**config.mk**
```make
export PLATFORM = sky130hd
export DESIGN_NAME = hbridge_input_decoder
export DESIGN_NICKNAME = d
export VERILOG_FILES = /design/src/common/hbridge_pkg.sv /design/src/design/hbridge_input_decoder.sv /design/src/design/hbridge_leg.sv
export VERILOG_INCLUDE_DIRS = /design/src /design/src/common
export SDC_FILE = /design/constraint.sdc
export NUM_CORES = 1
export LEC_CHECK = 0
export ABC_AREA = 1
export BUFFER_PORTS_ARGS = -buffer_cell sky130_fd_sc_hd__buf_4
export CORE_AREA = 2 2 93 73
export DETAILED_ROUTE_END_ITERATION = 16
export DIE_AREA = 0 0 95 75
export HOLD_SLACK_MARGIN = 0.02
export PLACE_DENSITY = 0.7
export REMOVE_ABC_BUFFERS = 1
export SYNTH_ARGS = -nofsm -noshare
export SYNTH_HDL_FRONTEND = slang
export SYNTH_HIERARCHICAL = 1
export SYNTH_SLANG_ARGS = --single-unit
```
**constraint.sdc**
```tcl
create_clock -name CORE_CLK_I -period 4.1 [get_ports CORE_CLK_I]
set_input_delay 0.41 -clock CORE_CLK_I [delete_from_list [all_inputs] [get_ports CORE_CLK_I]]
set_output_delay 0.41 -clock CORE_CLK_I [all_outputs]
set_load 0.01 [all_outputs]
```
**src/common/hbridge_cfg.svh**
```systemverilog
// Timing constants of the H-bridge input decoder, all as macros.
// Assumes the core clock runs at the rate given by HB_CLK_PERIOD_NS.
`ifndef HBRIDGE_CFG_SVH
`define HBRIDGE_CFG_SVH

`define HB_CLK_PERIOD_NS   40

// Dead time between opposite transistors of one leg (least time, rounds up)
`define HB_DEAD_TIME_NS    200
`define HB_DEAD_CYC        ((`HB_DEAD_TIME_NS + `HB_CLK_PERIOD_NS - 1) / `HB_CLK_PERIOD_NS)

// Input deglitch window (least time, rounds up)
`define HB_DEGLITCH_NS     400
`define HB_DEGLITCH_CYC    ((`HB_DEGLITCH_NS + `HB_CLK_PERIOD_NS - 1) / `HB_CLK_PERIOD_NS)

// Sense ready delay after a low-side enable (least time, rounds up)
`define HB_SENSE_DELAY_NS  1100
`define HB_SENSE_DELAY_CYC ((`HB_SENSE_DELAY_NS + `HB_CLK_PERIOD_NS - 1) / `HB_CLK_PERIOD_NS)

// Coast time before sleep, nominal within the 0.8 ms to 1.5 ms window
`define HB_SLEEP_NS        1000000
`define HB_SLEEP_CYC       (`HB_SLEEP_NS / `HB_CLK_PERIOD_NS)

// Wake time, longest allowed (rounds down)
`define HB_WAKE_NS         250000
`define HB_WAKE_CYC        (`HB_WAKE_NS / `HB_CLK_PERIOD_NS)

`endif

```
**src/common/hbridge_pkg.sv**
```systemverilog
// Types shared by the H-bridge input decoder and its half-bridge legs.
// Assumes the timing macros come from hbridge_cfg.svh.
package hbridge_pkg;

  // Decoded input pair, input A is the upper bit
  typedef enum logic [1:0] {
    CMD_COAST   = 2'b00,
    CMD_REVERSE = 2'b01,
    CMD_FORWARD = 2'b10,
    CMD_BRAKE   = 2'b11
  } bridge_cmd_t;

  // State of one half-bridge leg
  typedef enum logic [1:0] {
    LEG_OFF  = 2'b00,
    LEG_HIGH = 2'b01,
    LEG_LOW  = 2'b10
  } leg_state_t;

  // Power state of the bridge
  typedef enum logic [1:0] {
    PWR_SLEEP  = 2'b00,
    PWR_WAKING = 2'b01,
    PWR_ACTIVE = 2'b10
  } pwr_state_t;

endpackage : hbridge_pkg

```
**src/design/hbridge_input_decoder.sv**
```systemverilog
// H-bridge input decoder: deglitch, decode, sleep control, sense gating.
// Assumes both control inputs are synchronous to CORE_CLK_I and that
// the analog side reports drain-to-source current per low-side leg.
//
// Notes on behaviour
// - both inputs low turns all four transistors off, outputs float.
// - coast held about one millisecond puts the bridge to sleep, outputs float.
// - A low, B high drives output A low and output B high.
// - A high, B low drives output A high and output B low.
// - both inputs high turns both low sides on, braking the motor.
// - inputs may be static levels or modulated; both are served alike.
// - a leg passes through both-off dead time between high and low.
// - each input is deglitched so short pulses change nothing.
// - latency from input edge includes deglitch and logic delay.
// - only drain-to-source current in a conducting low side is reported.
// - in brake only the one conducting low side is reported.
// - coast gives no sense indication at all.
// - sense becomes valid only after the sense delay from low-side enable.
// - drive-brake alternation keeps sense valid with no new delay.
// - a command turning low sides off drops sense at once.
// - sense delay is 1.1 us.
// - sleep entry lies between 0.8 and 1.5 ms of coast.
// - wake completes within 250 us of an input going high; the code waits a full 250 us wake count after the deglitch window.
`timescale 1ns/100ps
`include "hbridge_cfg.svh"

module hbridge_input_decoder #(
  parameter int DEGLITCH_CYC = `HB_DEGLITCH_CYC,
  parameter int DEAD_CYC     = `HB_DEAD_CYC,
  parameter int SENSE_CYC    = `HB_SENSE_DELAY_CYC,
  parameter int SLEEP_CYC    = `HB_SLEEP_CYC,
  parameter int WAKE_CYC     = `HB_WAKE_CYC
) (
  // Clock and reset
  input  wire logic CORE_CLK_I,
  input  wire logic RST_I,
  // Control inputs from the host
  input  wire logic CONTROL_INPUT_A_I,
  input  wire logic CONTROL_INPUT_B_I,
  // Drain-to-source current present in each low-side leg
  input  wire logic LOW_SIDE_LEG_CURRENT_A_I,
  input  wire logic LOW_SIDE_LEG_CURRENT_B_I,
  // Gate enables of the bridge
  output logic      BRIDGE_OUTPUT_A_HIGH_O,
  output logic      BRIDGE_OUTPUT_A_LOW_O,
  output logic      BRIDGE_OUTPUT_B_HIGH_O,
  output logic      BRIDGE_OUTPUT_B_LOW_O,
  // Current sense gating and power state
  output logic      CURRENT_SENSE_VALID_O,
  output logic      CURRENT_SENSE_LEG_A_O,
  output logic      CURRENT_SENSE_LEG_B_O,
  output logic      SLEEP_O
);
  import hbridge_pkg::*;

  localparam int DGW = $clog2(DEGLITCH_CYC + 1);
  localparam int SNW = $clog2(SENSE_CYC + 1);
  localparam int PMX = (SLEEP_CYC > WAKE_CYC) ? SLEEP_CYC : WAKE_CYC;
  localparam int PWW = $clog2(PMX + 1);

  generate
    if (DEGLITCH_CYC < 2 || SENSE_CYC < 2 || SLEEP_CYC < 2 || WAKE_CYC < 1) begin : g_bad_param
      $error("hbridge_input_decoder: interval parameter too small");
    end
  endgenerate

  logic [1:0]           raw;
  logic [1:0]           filt_reg;
  logic [DGW-1:0]       deg_cnt_reg [2];
  bridge_cmd_t          cmd;
  pwr_state_t           pwr_reg;
  pwr_state_t           pwr_next;
  logic [PWW-1:0]       pwr_cnt_reg;
  logic                 active;
  leg_state_t           want [2];
  logic [1:0]           hs_on;
  logic [1:0]           ls_on;
  logic [1:0]           ls_cmd;
  logic [1:0]           ls_prev_reg;
  logic                 sense_restart;
  logic                 sense_ready;
  logic [SNW-1:0]       sense_cnt_reg;

  assign raw = {CONTROL_INPUT_B_I, CONTROL_INPUT_A_I};

  // ----------------------------------------------------------------
  // Input deglitch, one filter per input
  // ----------------------------------------------------------------
  for (genvar i = 0; i < 2; i++) begin : g_deglitch
    // level must hold the whole window; restart on change
    always_ff @(posedge CORE_CLK_I or posedge RST_I) begin
      if (RST_I) begin
        filt_reg[i]    <= 1'b0;
        deg_cnt_reg[i] <= '0;
      end else if (raw[i] == filt_reg[i]) begin
        deg_cnt_reg[i] <= '0;
      end else if (deg_cnt_reg[i] == DGW'(DEGLITCH_CYC - 1)) begin
        filt_reg[i]    <= raw[i];
        deg_cnt_reg[i] <= '0;
      end else begin
        deg_cnt_reg[i] <= deg_cnt_reg[i] + 1'b1;
      end
    end

  end

  assign cmd = bridge_cmd_t'({filt_reg[0], filt_reg[1]});

  // ----------------------------------------------------------------
  // Power state: sleep, wake, active
  // ----------------------------------------------------------------
  // coast count to sleep, input high counts to wake
  always_comb begin
    pwr_next = pwr_reg;
    case (pwr_reg)
      PWR_SLEEP: begin
        if (filt_reg != 2'h0) begin
          pwr_next = PWR_WAKING;
        end
      end
      PWR_WAKING: begin
        if (filt_reg == 2'h0) begin
          pwr_next = PWR_SLEEP;
        end else if (pwr_cnt_reg == PWW'(WAKE_CYC - 1)) begin
          pwr_next = PWR_ACTIVE;
        end
      end
      PWR_ACTIVE: begin
        if (filt_reg == 2'h0 && pwr_cnt_reg == PWW'(SLEEP_CYC - 1)) begin
          pwr_next = PWR_SLEEP;
        end
      end
      default: pwr_next = PWR_SLEEP;
    endcase
  end

  // Power-up with inputs low goes straight to sleep
  always_ff @(posedge CORE_CLK_I or posedge RST_I) begin
    if (RST_I) begin
      pwr_reg <= PWR_SLEEP;
      SLEEP_O <= 1'b1;
    end else begin
      pwr_reg <= pwr_next;
      SLEEP_O <= (pwr_next == PWR_SLEEP);
    end
  end

  // one counter, cleared whenever its cause changes
  always_ff @(posedge CORE_CLK_I or posedge RST_I) begin
    if (RST_I) begin
      pwr_cnt_reg <= '0;
    end else if (pwr_next != pwr_reg) begin
      pwr_cnt_reg <= '0;
    end else if (pwr_reg == PWR_WAKING
              || (pwr_reg == PWR_ACTIVE && filt_reg == 2'h0)) begin
      pwr_cnt_reg <= pwr_cnt_reg + 1'b1;
    end else begin
      pwr_cnt_reg <= '0;
    end
  end

  assign active = (pwr_reg == PWR_ACTIVE);

  // ----------------------------------------------------------------
  // Decode and half-bridge legs
  // ----------------------------------------------------------------
  for (genvar i = 0; i < 2; i++) begin : g_leg
    // own input alone drives high, other input drives low
    always_comb begin
      if (!active) begin
        want[i] = LEG_OFF;
      end else if (filt_reg[1 - i]) begin
        want[i] = LEG_LOW;
      end else if (filt_reg[i]) begin
        want[i] = LEG_HIGH;
      end else begin
        want[i] = LEG_OFF;
      end
    end

    hbridge_leg #(
      .DEAD_CYC (DEAD_CYC)
    ) u_leg (
      .clk_i   (CORE_CLK_I),
      .rst_i   (RST_I),
      .want_i  (want[i]),
      .hs_on_o (hs_on[i]),
      .ls_on_o (ls_on[i])
    );
    assign ls_cmd[i] = (want[i] == LEG_LOW);
  end

  assign BRIDGE_OUTPUT_A_HIGH_O = hs_on[0];
  assign BRIDGE_OUTPUT_A_LOW_O  = ls_on[0];
  assign BRIDGE_OUTPUT_B_HIGH_O = hs_on[1];
  assign BRIDGE_OUTPUT_B_LOW_O  = ls_on[1];

  // ----------------------------------------------------------------
  // Current sense gating
  // ----------------------------------------------------------------
  // Sense follows the command, not the slewing gates, so it drops at once
  // restart only when no sensing low side stays on across the change
  assign sense_restart = ((ls_cmd & ls_prev_reg) == 2'h0);
  // ready only with a low side commanded and delay spent
  assign sense_ready   = (ls_cmd != 2'h0) && !sense_restart
                      && (sense_cnt_reg >= SNW'(SENSE_CYC - 1));

  always_ff @(posedge CORE_CLK_I or posedge RST_I) begin
    if (RST_I) begin
      ls_prev_reg   <= 2'h0;
      sense_cnt_reg <= '0;
    end else begin
      ls_prev_reg <= ls_cmd;
      if (sense_restart) begin
        sense_cnt_reg <= '0;
      end else if (sense_cnt_reg < SNW'(SENSE_CYC)) begin
        sense_cnt_reg <= sense_cnt_reg + 1'b1;
      end
    end
  end

  // a leg counts only while on and conducting drain to source
  always_ff @(posedge CORE_CLK_I or posedge RST_I) begin
    if (RST_I) begin
      CURRENT_SENSE_VALID_O <= 1'b0;
      CURRENT_SENSE_LEG_A_O <= 1'b0;
      CURRENT_SENSE_LEG_B_O <= 1'b0;
    end else begin
      CURRENT_SENSE_VALID_O <= sense_ready;
      CURRENT_SENSE_LEG_A_O <= sense_ready && ls_cmd[0] && LOW_SIDE_LEG_CURRENT_A_I;
      CURRENT_SENSE_LEG_B_O <= sense_ready && ls_cmd[1] && LOW_SIDE_LEG_CURRENT_B_I;
    end
  end
endmodule : hbridge_input_decoder

```
**src/design/hbridge_leg.sv**
```systemverilog
// One half-bridge leg: gate enables for its high and low transistor.
// Assumes want_i is already deglitched; inserts the dead time itself.
`timescale 1ns/100ps
`include "hbridge_cfg.svh"

module hbridge_leg #(
  parameter int DEAD_CYC = `HB_DEAD_CYC
) (
  // Clock and reset
  input  wire logic                   clk_i,
  input  wire logic                   rst_i,
  // Requested leg state
  input  wire hbridge_pkg::leg_state_t want_i,
  // Gate enables
  output logic                        hs_on_o,
  output logic                        ls_on_o
);
  import hbridge_pkg::*;

  localparam int CW = $clog2(DEAD_CYC + 1);

  generate
    if (DEAD_CYC < 1) begin : g_bad_dead
      $error("hbridge_leg: DEAD_CYC must be at least 1");
    end
  endgenerate

  leg_state_t      cur_reg;
  leg_state_t      cur_next;
  logic [CW-1:0]   dead_cnt_reg;

  // ----------------------------------------------------------------
  // Leg state
  // ----------------------------------------------------------------
  // off interval between drives
  always_comb begin
    cur_next = cur_reg;
    case (cur_reg)
      LEG_OFF: begin
        if (want_i != LEG_OFF && dead_cnt_reg == '0) begin
          cur_next = want_i;
        end
      end
      LEG_HIGH, LEG_LOW: begin
        if (want_i != cur_reg) begin
          cur_next = LEG_OFF;
        end
      end
      default: cur_next = LEG_OFF;
    endcase
  end

  always_ff @(posedge clk_i or posedge rst_i) begin
    if (rst_i) begin
      cur_reg <= LEG_OFF;
    end else begin
      cur_reg <= cur_next;
    end
  end

  // dead counter restarts on leaving a drive
  always_ff @(posedge clk_i or posedge rst_i) begin
    if (rst_i) begin
      dead_cnt_reg <= '0;
    end else if (cur_reg != LEG_OFF && cur_next == LEG_OFF) begin
      dead_cnt_reg <= CW'(DEAD_CYC);
    end else if (dead_cnt_reg != '0) begin
      dead_cnt_reg <= dead_cnt_reg - 1'b1;
    end
  end

  // Gate enables straight from flip-flops
  always_ff @(posedge clk_i or posedge rst_i) begin
    if (rst_i) begin
      hs_on_o <= 1'b0;
      ls_on_o <= 1'b0;
    end else begin
      hs_on_o <= (cur_next == LEG_HIGH);
      ls_on_o <= (cur_next == LEG_LOW);
    end
  end
endmodule : hbridge_leg

```
==> run_results.csv, run 1 <==
group,metric,value,unit
setup_path,cp-end-kind,"flop",
timing,final-hold-violation-count,0,
timing,slew_headroom,67.6,%
clock_tree,path_clk_slew,90,ps
floorplan,die-height,75,µm
cells_and_area,syn_to_final_growth,9.52,%
setup_path,reg2reg_to,"g_leg[1].u_leg/dead_cnt_reg[2]$_DFFE_PP0P_",
synthesis,netlist_top_cells_count,"nand2_1, inv_1, dfrtp_1, nor2_1, nand3_1",
power,power.density,379,nW/µm²
power,pwr-share-seq,50.4,%
synthesis,synth_cells,377,
timing,period_minus_slack,1830,ps
power,p_int,0.846,mW
clock_tree,cts_resized,0,
timing,setup_tns,0,ps
timing,worst_slack,2270,ps
synthesis,yosys.area.top_type,"dfrtp_1",
clock_tree,clock_latency,300,ps
global_route,grt_usage,17.4,%
min_path,hp-class,"primary input to asynchronous set/reset pin",
synthesis,synth_cell_types,31,
global_route,grt_max_degree,39,
setup_path,crit_arrival,2010,ps
clock_tree,root_buffer,"clkbuf_8",
synthesis,async_reset_ff_share,100,%
power,p_comb_share,22.0,%
cells_and_area,largest_reg_flops,15,
floorplan,initial_utilization,48.9,%
timing,period_share,44.5,%
floorplan,coreArea,6160,µm²
setup_path,crit_family,"simple AND/OR/NAND/NOR gates",
clock_tree,post_cts_buffers,0,
synthesis,avgSynthCellArea,7.99,µm²
synthesis,yosys.area_share.simple,33.3,%
synthesis,synthAdderAreaFrac,6.23,%
power,power_switching,0.405,mW
clock_tree,ctsHoldBuffers,0,
cells_and_area,drive_above_1_share,17.4,%
synthesis,synthMuxAreaShare,0.374,%
cells_and_area,final_core_util,53.5,%
synthesis,synth_seq_cells,52,
cells_and_area,final_nets,417,
timing,slew_viol_final,0,
timing,hold_ws,41.2,ps
synthesis,synth-compound-area-share,5.24,%
drt,wl_per_cell,11.7,µm
drt,drt_iter0_drc,100,
timing,rsz0062_at_grt,"false",
drt,via_per_inst,4.89,
setup_path,path_cells,"inv_2 -> nand2_2 -> nor2_1 -> nand2_1 -> nor2_1 -> o21ai_0 -> nand2_1 -> nand2_2 -> nand3_2 -> o21ai_0",
synthesis,ys_warn_count,6,
clock_tree,cts-htree-levels,2,
setup_path,r2r-start,"pwr_reg[0]$_DFF_PP0_",
placed_design,dpl_worst_slack,2290,ps
placed_design,hpwl,4340,µm
placed_design,gp_congestion,0.854,
synthesis,synth_area_leaders,"dfrtp_1, nand2_1, inv_1, nor2_1, ha_1",
synthesis,ys_dominant_reg_cell,"dfrtp_1",
setup_path,ff2ff_setup_slack,2270,ps
cells_and_area,final_cells,478,
drt,drtPass1Iterations,4,
clock_tree,cts_tree,"yes",
clock_tree,cts_made_buffers,5,
floorplan,die_width,95,µm
synthesis,synth_top_family_by_area,"simple AND/OR/NAND/NOR gates",
synthesis,synthXorXnorAreaFrac,3.20,%
clock_tree,clk_path_buf_depth,2,
setup_path,worst-path-buf-inv,1,
setup_path,crit_required,4290,ps
status,status,"finished, final reports clean",
synthesis,yosysSeqAreaShare,43.3,%
floorplan,die-area,7130,µm²
power,p_leak,1.66,nW
setup_path,startpoint_type,"flop",
floorplan,ioPinCount,14,
placed_design,port_buffers,13,
power,clock_power_share,27.6,%
placed_design,place_inst,470,
global_route,grt_pass1_vias,2164,
synthesis,synthMostInstantiatedCell,"nand2_1",
drt,wl,5590,µm
setup_path,cp_max_fo,7,
global_route,gr-total-overflow,0,
drt,vias,2337,
timing,worst_pin_slew,485,ps
synthesis,synth_top_cell_area_share,42.4,%
setup_path,cp_slowest_cell,"dfrtp_1",
floorplan,placementRows,25,
drt,drc,0,
synthesis,syn-cell-area,3010,µm²
job,cap_violations,0,
global_route,antenna_found_initial,0,
timing,clock.fmax,548,MHz
global_route,grt_pass1_wl,9630,µm
timing,clock_skew,5.67,ps
timing,setup_viol,0,
power,switching_share,32.4,%
drt,ant_nets,0,
power,ir_worst_vdd,0.000222,V
clock_tree,cts.sinks,52,
cells_and_area,diodes,0,
setup_path,crit_type,"flop to flop",
setup_path,ff2ff_path_depth,10,
setup_path,critPathMaxStageDelay,450,ps
synthesis,synth_edf_count,0,
logic make-up (layout without fill, tap and decap cells):
group | after synthesis | count (layout)
adder cells (fa/ha/maj) | 15 | 15
XOR/XNOR | 11 | 11
AND/OR/NAND/NOR | 213 | 213
multiplexers | 1 | 1
buffers and inverters | 62 | 82
flip-flops | 52 | 52
AO/OA/AOI/OAI | 23 | 23
power groups by stage:
stage	sequential, mW	clock, mW	combinational, mW
global route	0.643	0.376	0.316
global placement	0.637	0	0.270
floorplan	0.629	0	0.213
CTS	0.630	0.359	0.279
detailed placement	0.639	0	0.279
finish	0.630	0.345	0.275
cells in the final DEF, fill, tap and decap left out, types with 2 or more instances in the layout:
cell      synthesis  layout
ha_1             15      15
nand4_1           8       8
inv_1            53      53
o21a_1            2       2
nand3_2           6       6
clkbuf_8          0       5
nand3_1          27      27
xnor2_1           7       7
nand2_2          11      11
nand2_1          83      83
nor2_2           13      13
nand3b_1          3       3
a21oi_1           6       6
o21ai_0          10      10
nor3_1            5       5
xor2_1            4       4
inv_2             7       7
or2_2             2       2
nand2_4           2       2
buf_4             1      14
dfrtp_1          51      51
nor2_1           51      51
final cells by class:
class | instances | area (µm²)
repair buffers | 14 | 105
fillers | 595 | 2870
multi-input cells | 263 | 1460
clock inverters | 2 | 35.0
clock buffers | 6 | 72.6
flip-flops and latches | 52 | 1300
inverters | 60 | 225
well taps | 81 | 101
metrics by stage:
step	total power, mW	cell area, µm²
2_1_floorplan	0.842	2980
3_3_place_gp	0.907	3190
3_5_place_dp	0.919	3190
4_1_cts	1.27	3300
5_1_grt	1.33	3300
6_report	1.25	3300
layer usage:
metal	share of wire, %	global-route usage [%]	vias up
met2	44	27.6	36
met1	51	24.5	1089
li1	-	-	1206
met5	0	0	-
met3	3.4	3.30	6
met4	1.2	5.31	0
worst reg2reg max path, delay by kind of cell, from the launching register on:
kind,cells,cell delay (ps)
AOI/OAI and AO/OA,2,170
and+or+nand+nor,7,1000
buffers and inverters,1,100
DFF,1,450
how the worst max path moves through the flow:
stage,endpoint,startpoint,depth (start not counted)
finish,g_leg[1].u_leg/dead_cnt_reg[2]$_DFFE_PP0P_,pwr_reg[0]$_DFF_PP0_,10
global route,g_leg[1].u_leg/dead_cnt_reg[2]$_DFFE_PP0P_,pwr_reg[0]$_DFF_PP0_,10
CTS,g_leg[1].u_leg/dead_cnt_reg[2]$_DFFE_PP0P_,pwr_reg[0]$_DFF_PP0_,10
detailed placement,g_leg[1].u_leg/dead_cnt_reg[2]$_DFFE_PP0P_,pwr_reg[0]$_DFF_PP0_,10
global placement,g_leg[1].u_leg/dead_cnt_reg[1]$_DFFE_PP0P_,pwr_reg[0]$_DFF_PP0_,12
floorplan,g_leg[0].u_leg/dead_cnt_reg[1]$_DFFE_PP0P_,pwr_reg[0]$_DFF_PP0_,12
(Power assumes the default switching activity.)
==> run 2: changes to the inputs <==
--- a/config.mk
+++ b/config.mk
@@ -6,13 +6,13 @@
 export SDC_FILE = /design/constraint.sdc
 export NUM_CORES = 1
 export LEC_CHECK = 0
-export ABC_AREA = 1
+export ABC_AREA = 0
 export BUFFER_PORTS_ARGS = -buffer_cell sky130_fd_sc_hd__buf_4
-export CORE_AREA = 2 2 93 73
+export CORE_AREA = 2 2 89 70
 export DETAILED_ROUTE_END_ITERATION = 16
-export DIE_AREA = 0 0 95 75
+export DIE_AREA = 0 0 91 72
 export HOLD_SLACK_MARGIN = 0.02
-export PLACE_DENSITY = 0.7
+export PLACE_DENSITY = 0.73
 export REMOVE_ABC_BUFFERS = 1
 export SYNTH_ARGS = -nofsm -noshare
 export SYNTH_HDL_FRONTEND = slang
==> constraint.sdc (replaced) <==
create_clock -name CORE_CLK_I -period 1.5 [get_ports CORE_CLK_I]
set_input_delay 0.15 -clock CORE_CLK_I [delete_from_list [all_inputs] [get_ports CORE_CLK_I]]
set_output_delay 0.15 -clock CORE_CLK_I [all_outputs]
set_load 0.01 [all_outputs]
==> run 2 against run 1 <==
- the flow now finishes with violations (setup timing)
- worst hold slack improved by 29 ps
- register-to-register slack got worse by 2500 ps
- global-route usage rose by 1.2 points
- non-clock buffer count rose by 60
- count of clock-buffer cells in the layout fell by 1
- critical endpoint is now g_leg[0].u_leg/ls_on_o$_DFF_PP0_
==> run_results.csv, run 2 <==
group,metric,value,unit
floorplan,die_width,91,µm
setup_path,r2r-start,"pwr_reg[0]$_DFF_PP0_",
timing,period_share,113,%
setup_path,cp-end-kind,"flop",
synthesis,ys_warn_count,6,
clock_tree,cts-htree-levels,2,
clock_tree,clk_path_buf_depth,2,
status,violations,"setup timing",
power,p_leak,1.72,nW
global_route,grt-busiest-layer,"met2",
drt,vias,2164,
global_route,gr-total-overflow,0,
min_path,min_from,"LOW_SIDE_LEG_CURRENT_B_I",
placed_design,gp_congestion,0.967,
timing,setup_tns,-3380,ps
synthesis,synth_cells,269,
clock_tree,clock_latency,310,ps
setup_path,critPathMaxStageDelay,420,ps
floorplan,coreArea,5650,µm²
placed_design,hpwl,4000,µm
synthesis,avgSynthCellArea,10.3,µm²
clock_tree,cts_made_buffers,5,
synthesis,syn-cell-area,2760,µm²
floorplan,die-area,6550,µm²
setup_path,path_cells,"nor2b_4 -> and2_4 -> nor2b_4 -> nand3b_1 -> a21boi_2 -> buf_4 -> o221a_2",
global_route,use_met1,23.9,%
timing,final-hold-violation-count,0,
drt,drc,0,
timing,period_minus_slack,1700,ps
drt,via_per_inst,5.10,
global_route,grt_pass1_wl,9780,µm
synthesis,synth_edf_count,0,
power,power.density,822,nW/µm²
global_route,grt_usage,18.6,%
cells_and_area,diodes,0,
cells_and_area,fillers,440,
setup_path,ff2ff_path_depth,7,
floorplan,initial_utilization,48.8,%
clock_tree,root_buffer,"clkbuf_8",
setup_path,crit_family,"simple AND/OR/NAND/NOR gates",
power,p_int,2.13,mW
cells_and_area,largest_reg_flops,15,
setup_path,startpoint_type,"flop",
clock_tree,path_clk_slew,100,ps
timing,slew_headroom,68.8,%
setup_path,crit_type,"flop to flop",
timing,rsz0062_at_grt,"true",
placed_design,placed_area,3280,µm²
setup_path,crit_arrival,1910,ps
power,p_total,3.01,mW
timing,clock_skew,7.11,ps
global_route,antenna_found_initial,0,
global_route,grt_max_degree,39,
synthesis,yosysSeqAreaShare,47.2,%
drt,ant_nets,0,
power,pwr-share-seq,54.1,%
power,p_comb_share,18.0,%
synthesis,synth_seq_cells,52,
setup_path,cp_common_cell,"nor2b_4",
placed_design,port_buffers,13,
timing,setup_viol,28,
timing,slew_viol_final,0,
global_route,grt_util_met3,3.84,%
power,switching_share,29.1,%
timing,clock.fmax,588,MHz
drt,wl,5650,µm
synthesis,ys_dominant_reg_cell,"dfrtp_1",
power,ir_worst_vdd,0.000345,V
global_route,grt.met2_usage,31.4,%
synthesis,synthMostInstantiatedCell,"dfrtp_1",
floorplan,placementRows,24,
cells_and_area,final_cell_mix,"buf_4, dfrtp_1, nor2_1, inv_1",
status,status,"finished with violations",
synthesis,synth_area_leaders,"dfrtp_1, ha_1, xnor2_1, nor2_1, inv_1",
setup_path,cp_max_fo,4,
synthesis,synth_cell_types,40,
cells_and_area,syn_to_final_growth,32.8,%
job,cap_violations,0,
cells_and_area,final_nets,366,
timing,worst_slack,-200,ps
floorplan,ioPinCount,14,
global_route,grt_pass1_vias,2226,
min_path,hp-class,"primary input to flop",
clock_tree,cts_tree,"yes",
timing,hold_ws,69.7,ps
drt,drt_iter0_drc,66,
cells_and_area,fin_area,3660,µm²
synthesis,yosys.area.top_type,"dfrtp_1",
setup_path,critPathLaunch,"pwr_reg[0]$_DFF_PP0_",
power,power_switching,0.877,mW
power,clock_power_share,27.9,%
floorplan,die-height,72,µm
drt,drtPass1Iterations,4,
cells_and_area,final_common_cell,"buf_4",
synthesis,netlist_top_cells_count,"dfrtp_1, nor2_1, inv_1, xnor2_1, nand2_1",
synthesis,async_reset_ff_share,100,%
timing,worst_pin_slew,468,ps
cells_and_area,drive_above_1_share,35.8,%
clock_tree,cts.sinks,52,
setup_path,crit_required,1710,ps
setup_path,cp.depth,7,
min_path,hold_depth,2,
setup_path,worst-path-buf-inv,1,
synthesis,synth_top_cell_area_share,46.3,%
drt,wl_per_cell,13.3,µm
setup_path,cp_slowest_cell,"dfrtp_1",
## run 2: per-stage QoR
stage               setup WS (ps)  utilization, %  cells
floorplan                    -465               -    264
global placement             -184            58.1    405
detailed placement           -291            58.1    405
CTS                          -141            63.0    424
global route                 -284            64.9    424
finish                       -200            64.9    424
## run 2: kinds of logic after synthesis
| kind of cell | Yosys count | synth area share (%) |
|---|---|---|
| and+or+nand+nor | 121 | 24.3 |
| muxes | 5 | 1.91 |
| xor gates and xnor gates | 26 | 8.26 |
| adders and majority gates | 15 | 6.81 |
| buffers and inverters | 26 | 4.63 |
| DFF | 52 | 47.2 |
| AOI/OAI and AO/OA | 24 | 6.90 |
## run 2: worst paths after layout
path | to | slack (ps)
min reg2reg | deg_cnt_reg[0]$_DFF_PP0_ | 500
min in group asynchronous | g_leg[1].u_leg/ls_on_o$_DFF_PP0_ | 320
max in group asynchronous | SLEEP_O$_DFF_PP1_ | 630
min | CURRENT_SENSE_LEG_B_O$_DFF_PP0_ | 70
max | g_leg[0].u_leg/ls_on_o$_DFF_PP0_ | -200
max reg2reg | g_leg[0].u_leg/ls_on_o$_DFF_PP0_ | -200
## run 2: cell type report
type	instances	area, µm²	share of cell area, %
multi-input combinational	191	1520	41.4
sequential	52	1300	35.6
timing repair buffer	74	573	15.6
tap	78	97.6	2.66
inverter	21	78.8	2.15
clock buffer	5	68.8	1.88
clock inverter	3	25.0	0.683
## run 2: repair_timing
action,4_1_cts,5_1_grt
hold endpoints to repair,51,0
setup endpoints to repair,31,31
setup buffers,11,1
gates resized for setup,28,18
pin swaps,11,7
hold buffers,1,0
## run 2: metal layers
metal	share of wire (%)	up-vias
met2	50	35
met1	45	1044
met3	2.7	11
li1	-	1074
met5	0	-
met4	1.8	0
## run 2: power by group through the flow
stage | combinational [mW] | sequential, mW | clock, mW
after floorplan | 0.270 | 1.65 | 0
after detailed placement | 0.505 | 1.65 | 0
after global routing | 0.629 | 1.65 | 0.934
after CTS | 0.545 | 1.63 | 0.873
final | 0.541 | 1.63 | 0.841
after global placement | 0.494 | 1.65 | 0
## run 2: worst register-to-register path, stage by stage (launching register included)
cell and delay [ps]:
dfrtp_1 420, nor2b_4 150, and2_4 160, nor2b_4 170, nand3b_1 150, a21boi_2 200
buf_4 130, o221a_2 230
==> run 3: changes to the inputs <==
--- a/config.mk
+++ b/config.mk
@@ -8,11 +8,11 @@
 export LEC_CHECK = 0
 export ABC_AREA = 0
 export BUFFER_PORTS_ARGS = -buffer_cell sky130_fd_sc_hd__buf_4
-export CORE_AREA = 2 2 89 70
+export CORE_AREA = 2 2 85 67
 export DETAILED_ROUTE_END_ITERATION = 16
-export DIE_AREA = 0 0 91 72
+export DIE_AREA = 0 0 87 69
 export HOLD_SLACK_MARGIN = 0.02
-export PLACE_DENSITY = 0.73
+export PLACE_DENSITY = 0.79
 export REMOVE_ABC_BUFFERS = 1
 export SYNTH_ARGS = -nofsm -noshare
 export SYNTH_HDL_FRONTEND = slang
==> run 3 against run 2 <==
- critical path depth unchanged
- setup slack better by 21 ps
- sequential cell count unchanged
- wire length up 12%
- largest cell class unchanged
- worst hold slack worse by 14 ps
- the run still ends with setup timing left
- clock skew up 0.65 ps
- die area down 8.4%
- register-to-register slack better by 20 ps
- design area down 1.2%
- global-route usage up 2.2 points
- cell count down 5.4%
==> run_results.csv, run 3 (same netlist as run 2, synthesis figures left out) <==
group,metric,value,unit
clock_tree,cts-htree-levels,2,
floorplan,ioPinCount,14,
cells_and_area,final_cells,401,
floorplan,die-area,6000,µm²
placed_design,port_buffers,13,
setup_path,cp_common_cell,"nor2b_4",
setup_path,r2r-start,"pwr_reg[1]$_DFF_PP0_",
power,p_total,3.06,mW
setup_path,cp-end-kind,"flop",
setup_path,reg2reg_to,"g_leg[1].u_leg/ls_on_o$_DFF_PP0_",
power,power.density,845,nW/µm²
power,ir_worst_vdd,0.000527,V
setup_path,crit_type,"flop to flop",
floorplan,placementRows,23,
min_path,hp-class,"primary input to flop",
timing,worst_pin_slew,486,ps
cells_and_area,drive_above_1_share,35.1,%
floorplan,die-height,69,µm
drt,vias,2220,
status,status,"finished with violations",
setup_path,ff2ff_path_depth,7,
drt,drtPass1Iterations,4,
cells_and_area,final_common_cell,"buf_4",
timing,slew_viol_final,0,
min_path,hold_depth,2,
timing,clock.fmax,596,MHz
cells_and_area,final_cell_mix,"buf_4, dfrtp_1, nor2_1, inv_1, nand2_1",
timing,setup_viol,30,
setup_path,cp_slowest_cell,"dfrtp_1",
global_route,gr-total-overflow,0,
timing,rsz0062_at_grt,"true",
floorplan,coreArea,5150,µm²
placed_design,gp_congestion,0.923,
drt,drc,0,
setup_path,cp_max_fo,3,
clock_tree,cts.sinks,52,
cells_and_area,final_core_util,70.2,%
global_route,grt_usage,20.8,%
job,cap_violations,0,
setup_path,path_cells,"nor2b_4 -> and2_4 -> nor2b_4 -> nand3b_1 -> or3b_1 -> o211ai_2 -> o221a_2",
global_route,grt_pass1_vias,2216,
timing,period_minus_slack,1680,ps
status,violations,"setup timing",
drt,ant_nets,0,
timing,final-hold-violation-count,0,
timing,worst_slack,-179,ps
global_route,grt_pass1_wl,9930,µm
drt,via_per_inst,5.54,
clock_tree,root_buffer,"clkbuf_8",
setup_path,critPathMaxStageDelay,400,ps
setup_path,startpoint_type,"flop",
setup_path,crit_arrival,1940,ps
cells_and_area,diodes,0,
cells_and_area,final_nets,359,
floorplan,die_width,87,µm
global_route,grt_max_degree,39,
cells_and_area,largest_reg_flops,15,
clock_tree,cts_made_buffers,5,
setup_path,ff2ff_setup_slack,-180,ps
floorplan,initial_utilization,53.5,%
timing,slew_headroom,67.6,%
clock_tree,clock_latency,320,ps
placed_design,hpwl,3910,µm
power,p_leak,1.69,nW
clock_tree,clk_path_buf_depth,2,
placed_design,dpl_worst_slack,-227,ps
timing,clock_skew,7.76,ps
clock_tree,cts_tree,"yes",
timing,period_share,112,%
cells_and_area,syn_to_final_growth,31.2,%
drt,wl,6360,µm
global_route,antenna_found_initial,0,
drt,drt_iter0_drc,120,
placed_design,place_inst,384,
drt,wl_per_cell,15.9,µm
min_path,hold_end,"CURRENT_SENSE_LEG_A_O$_DFF_PP0_",
setup_path,crit_required,1760,ps
timing,setup_tns,-3330,ps
min_path,min_from,"LOW_SIDE_LEG_CURRENT_A_I",
clock_tree,path_clk_slew,100,ps
[run 3: stage by stage]
stage	hold slack [ps]	instance area [µm²]
finish	55.6	3620
global route	48.9	3620
CTS	48.0	3470
detailed placement	111	3220
global placement	109	3220
floorplan	-46.6	2710
[run 3: where the power goes]
group	internal (mW)	total [mW]	switching, mW
Clock	0.343	0.858	0.515
Combinational	0.270	0.567	0.296
Sequential	1.52	1.63	0.111
Total	2.13	3.06	0.922
[run 3: cell type report]
type	count	area (µm²)
Clock buffer	5	68.8
Clock inverter	3	27.5
Fill cell	346	1530
Inverter	21	78.8
Multi-Input combinational cell	191	1540
Sequential cell	52	1300
Tap cell	62	77.6
Timing Repair Buffer	67	524
[run 3: worst max-delay path by stage]
stage | endpoint | depth (start not counted) | from
after floorplan | g_leg[0].u_leg/hs_on_o$_DFF_PP0_ | 7 | pwr_reg[0]$_DFF_PP0_
after global placement | g_leg[1].u_leg/ls_on_o$_DFF_PP0_ | 7 | pwr_reg[1]$_DFF_PP0_
after detailed placement | g_leg[0].u_leg/hs_on_o$_DFF_PP0_ | 7 | pwr_reg[0]$_DFF_PP0_
after CTS | g_leg[1].u_leg/ls_on_o$_DFF_PP0_ | 7 | pwr_reg[1]$_DFF_PP0_
after global routing | g_leg[1].u_leg/ls_on_o$_DFF_PP0_ | 7 | pwr_reg[1]$_DFF_PP0_
final | g_leg[1].u_leg/ls_on_o$_DFF_PP0_ | 7 | pwr_reg[1]$_DFF_PP0_
[run 3: critical path, delay by kind of cell (launching register included)]
kind               cells  cell delay (ps)
AOI/OAI and AO/OA      2              310
and+or+nand+nor        5              920
DFF                    1              400
[run 3: repair_timing]
| item | in CTS | in global routing |
|---|---|---|
| endpoints found under the hold margin | 51 | 0 |
| setup endpoints to repair | 29 | 32 |
| hold buffers | 1 | 0 |
| gates resized for setup | 24 | 25 |
| pin swaps | 15 | 11 |
| setup buffers | 6 | 3 |
[run 3: per-layer routing]
| layer | wire (µm) | vias up | share of wire, % | track usage, % |
|---|---|---|---|---|
| li1 | - | 1062 | - | - |
| met1 | 2830 | 1092 | 45 | 27.2 |
| met2 | 3180 | 56 | 50 | 33.8 |
| met4 | 95 | 0 | 1.5 | 7.29 |
| met5 | 0 | - | 0 | 0 |
| met3 | 248 | 10 | 3.9 | 4.55 |
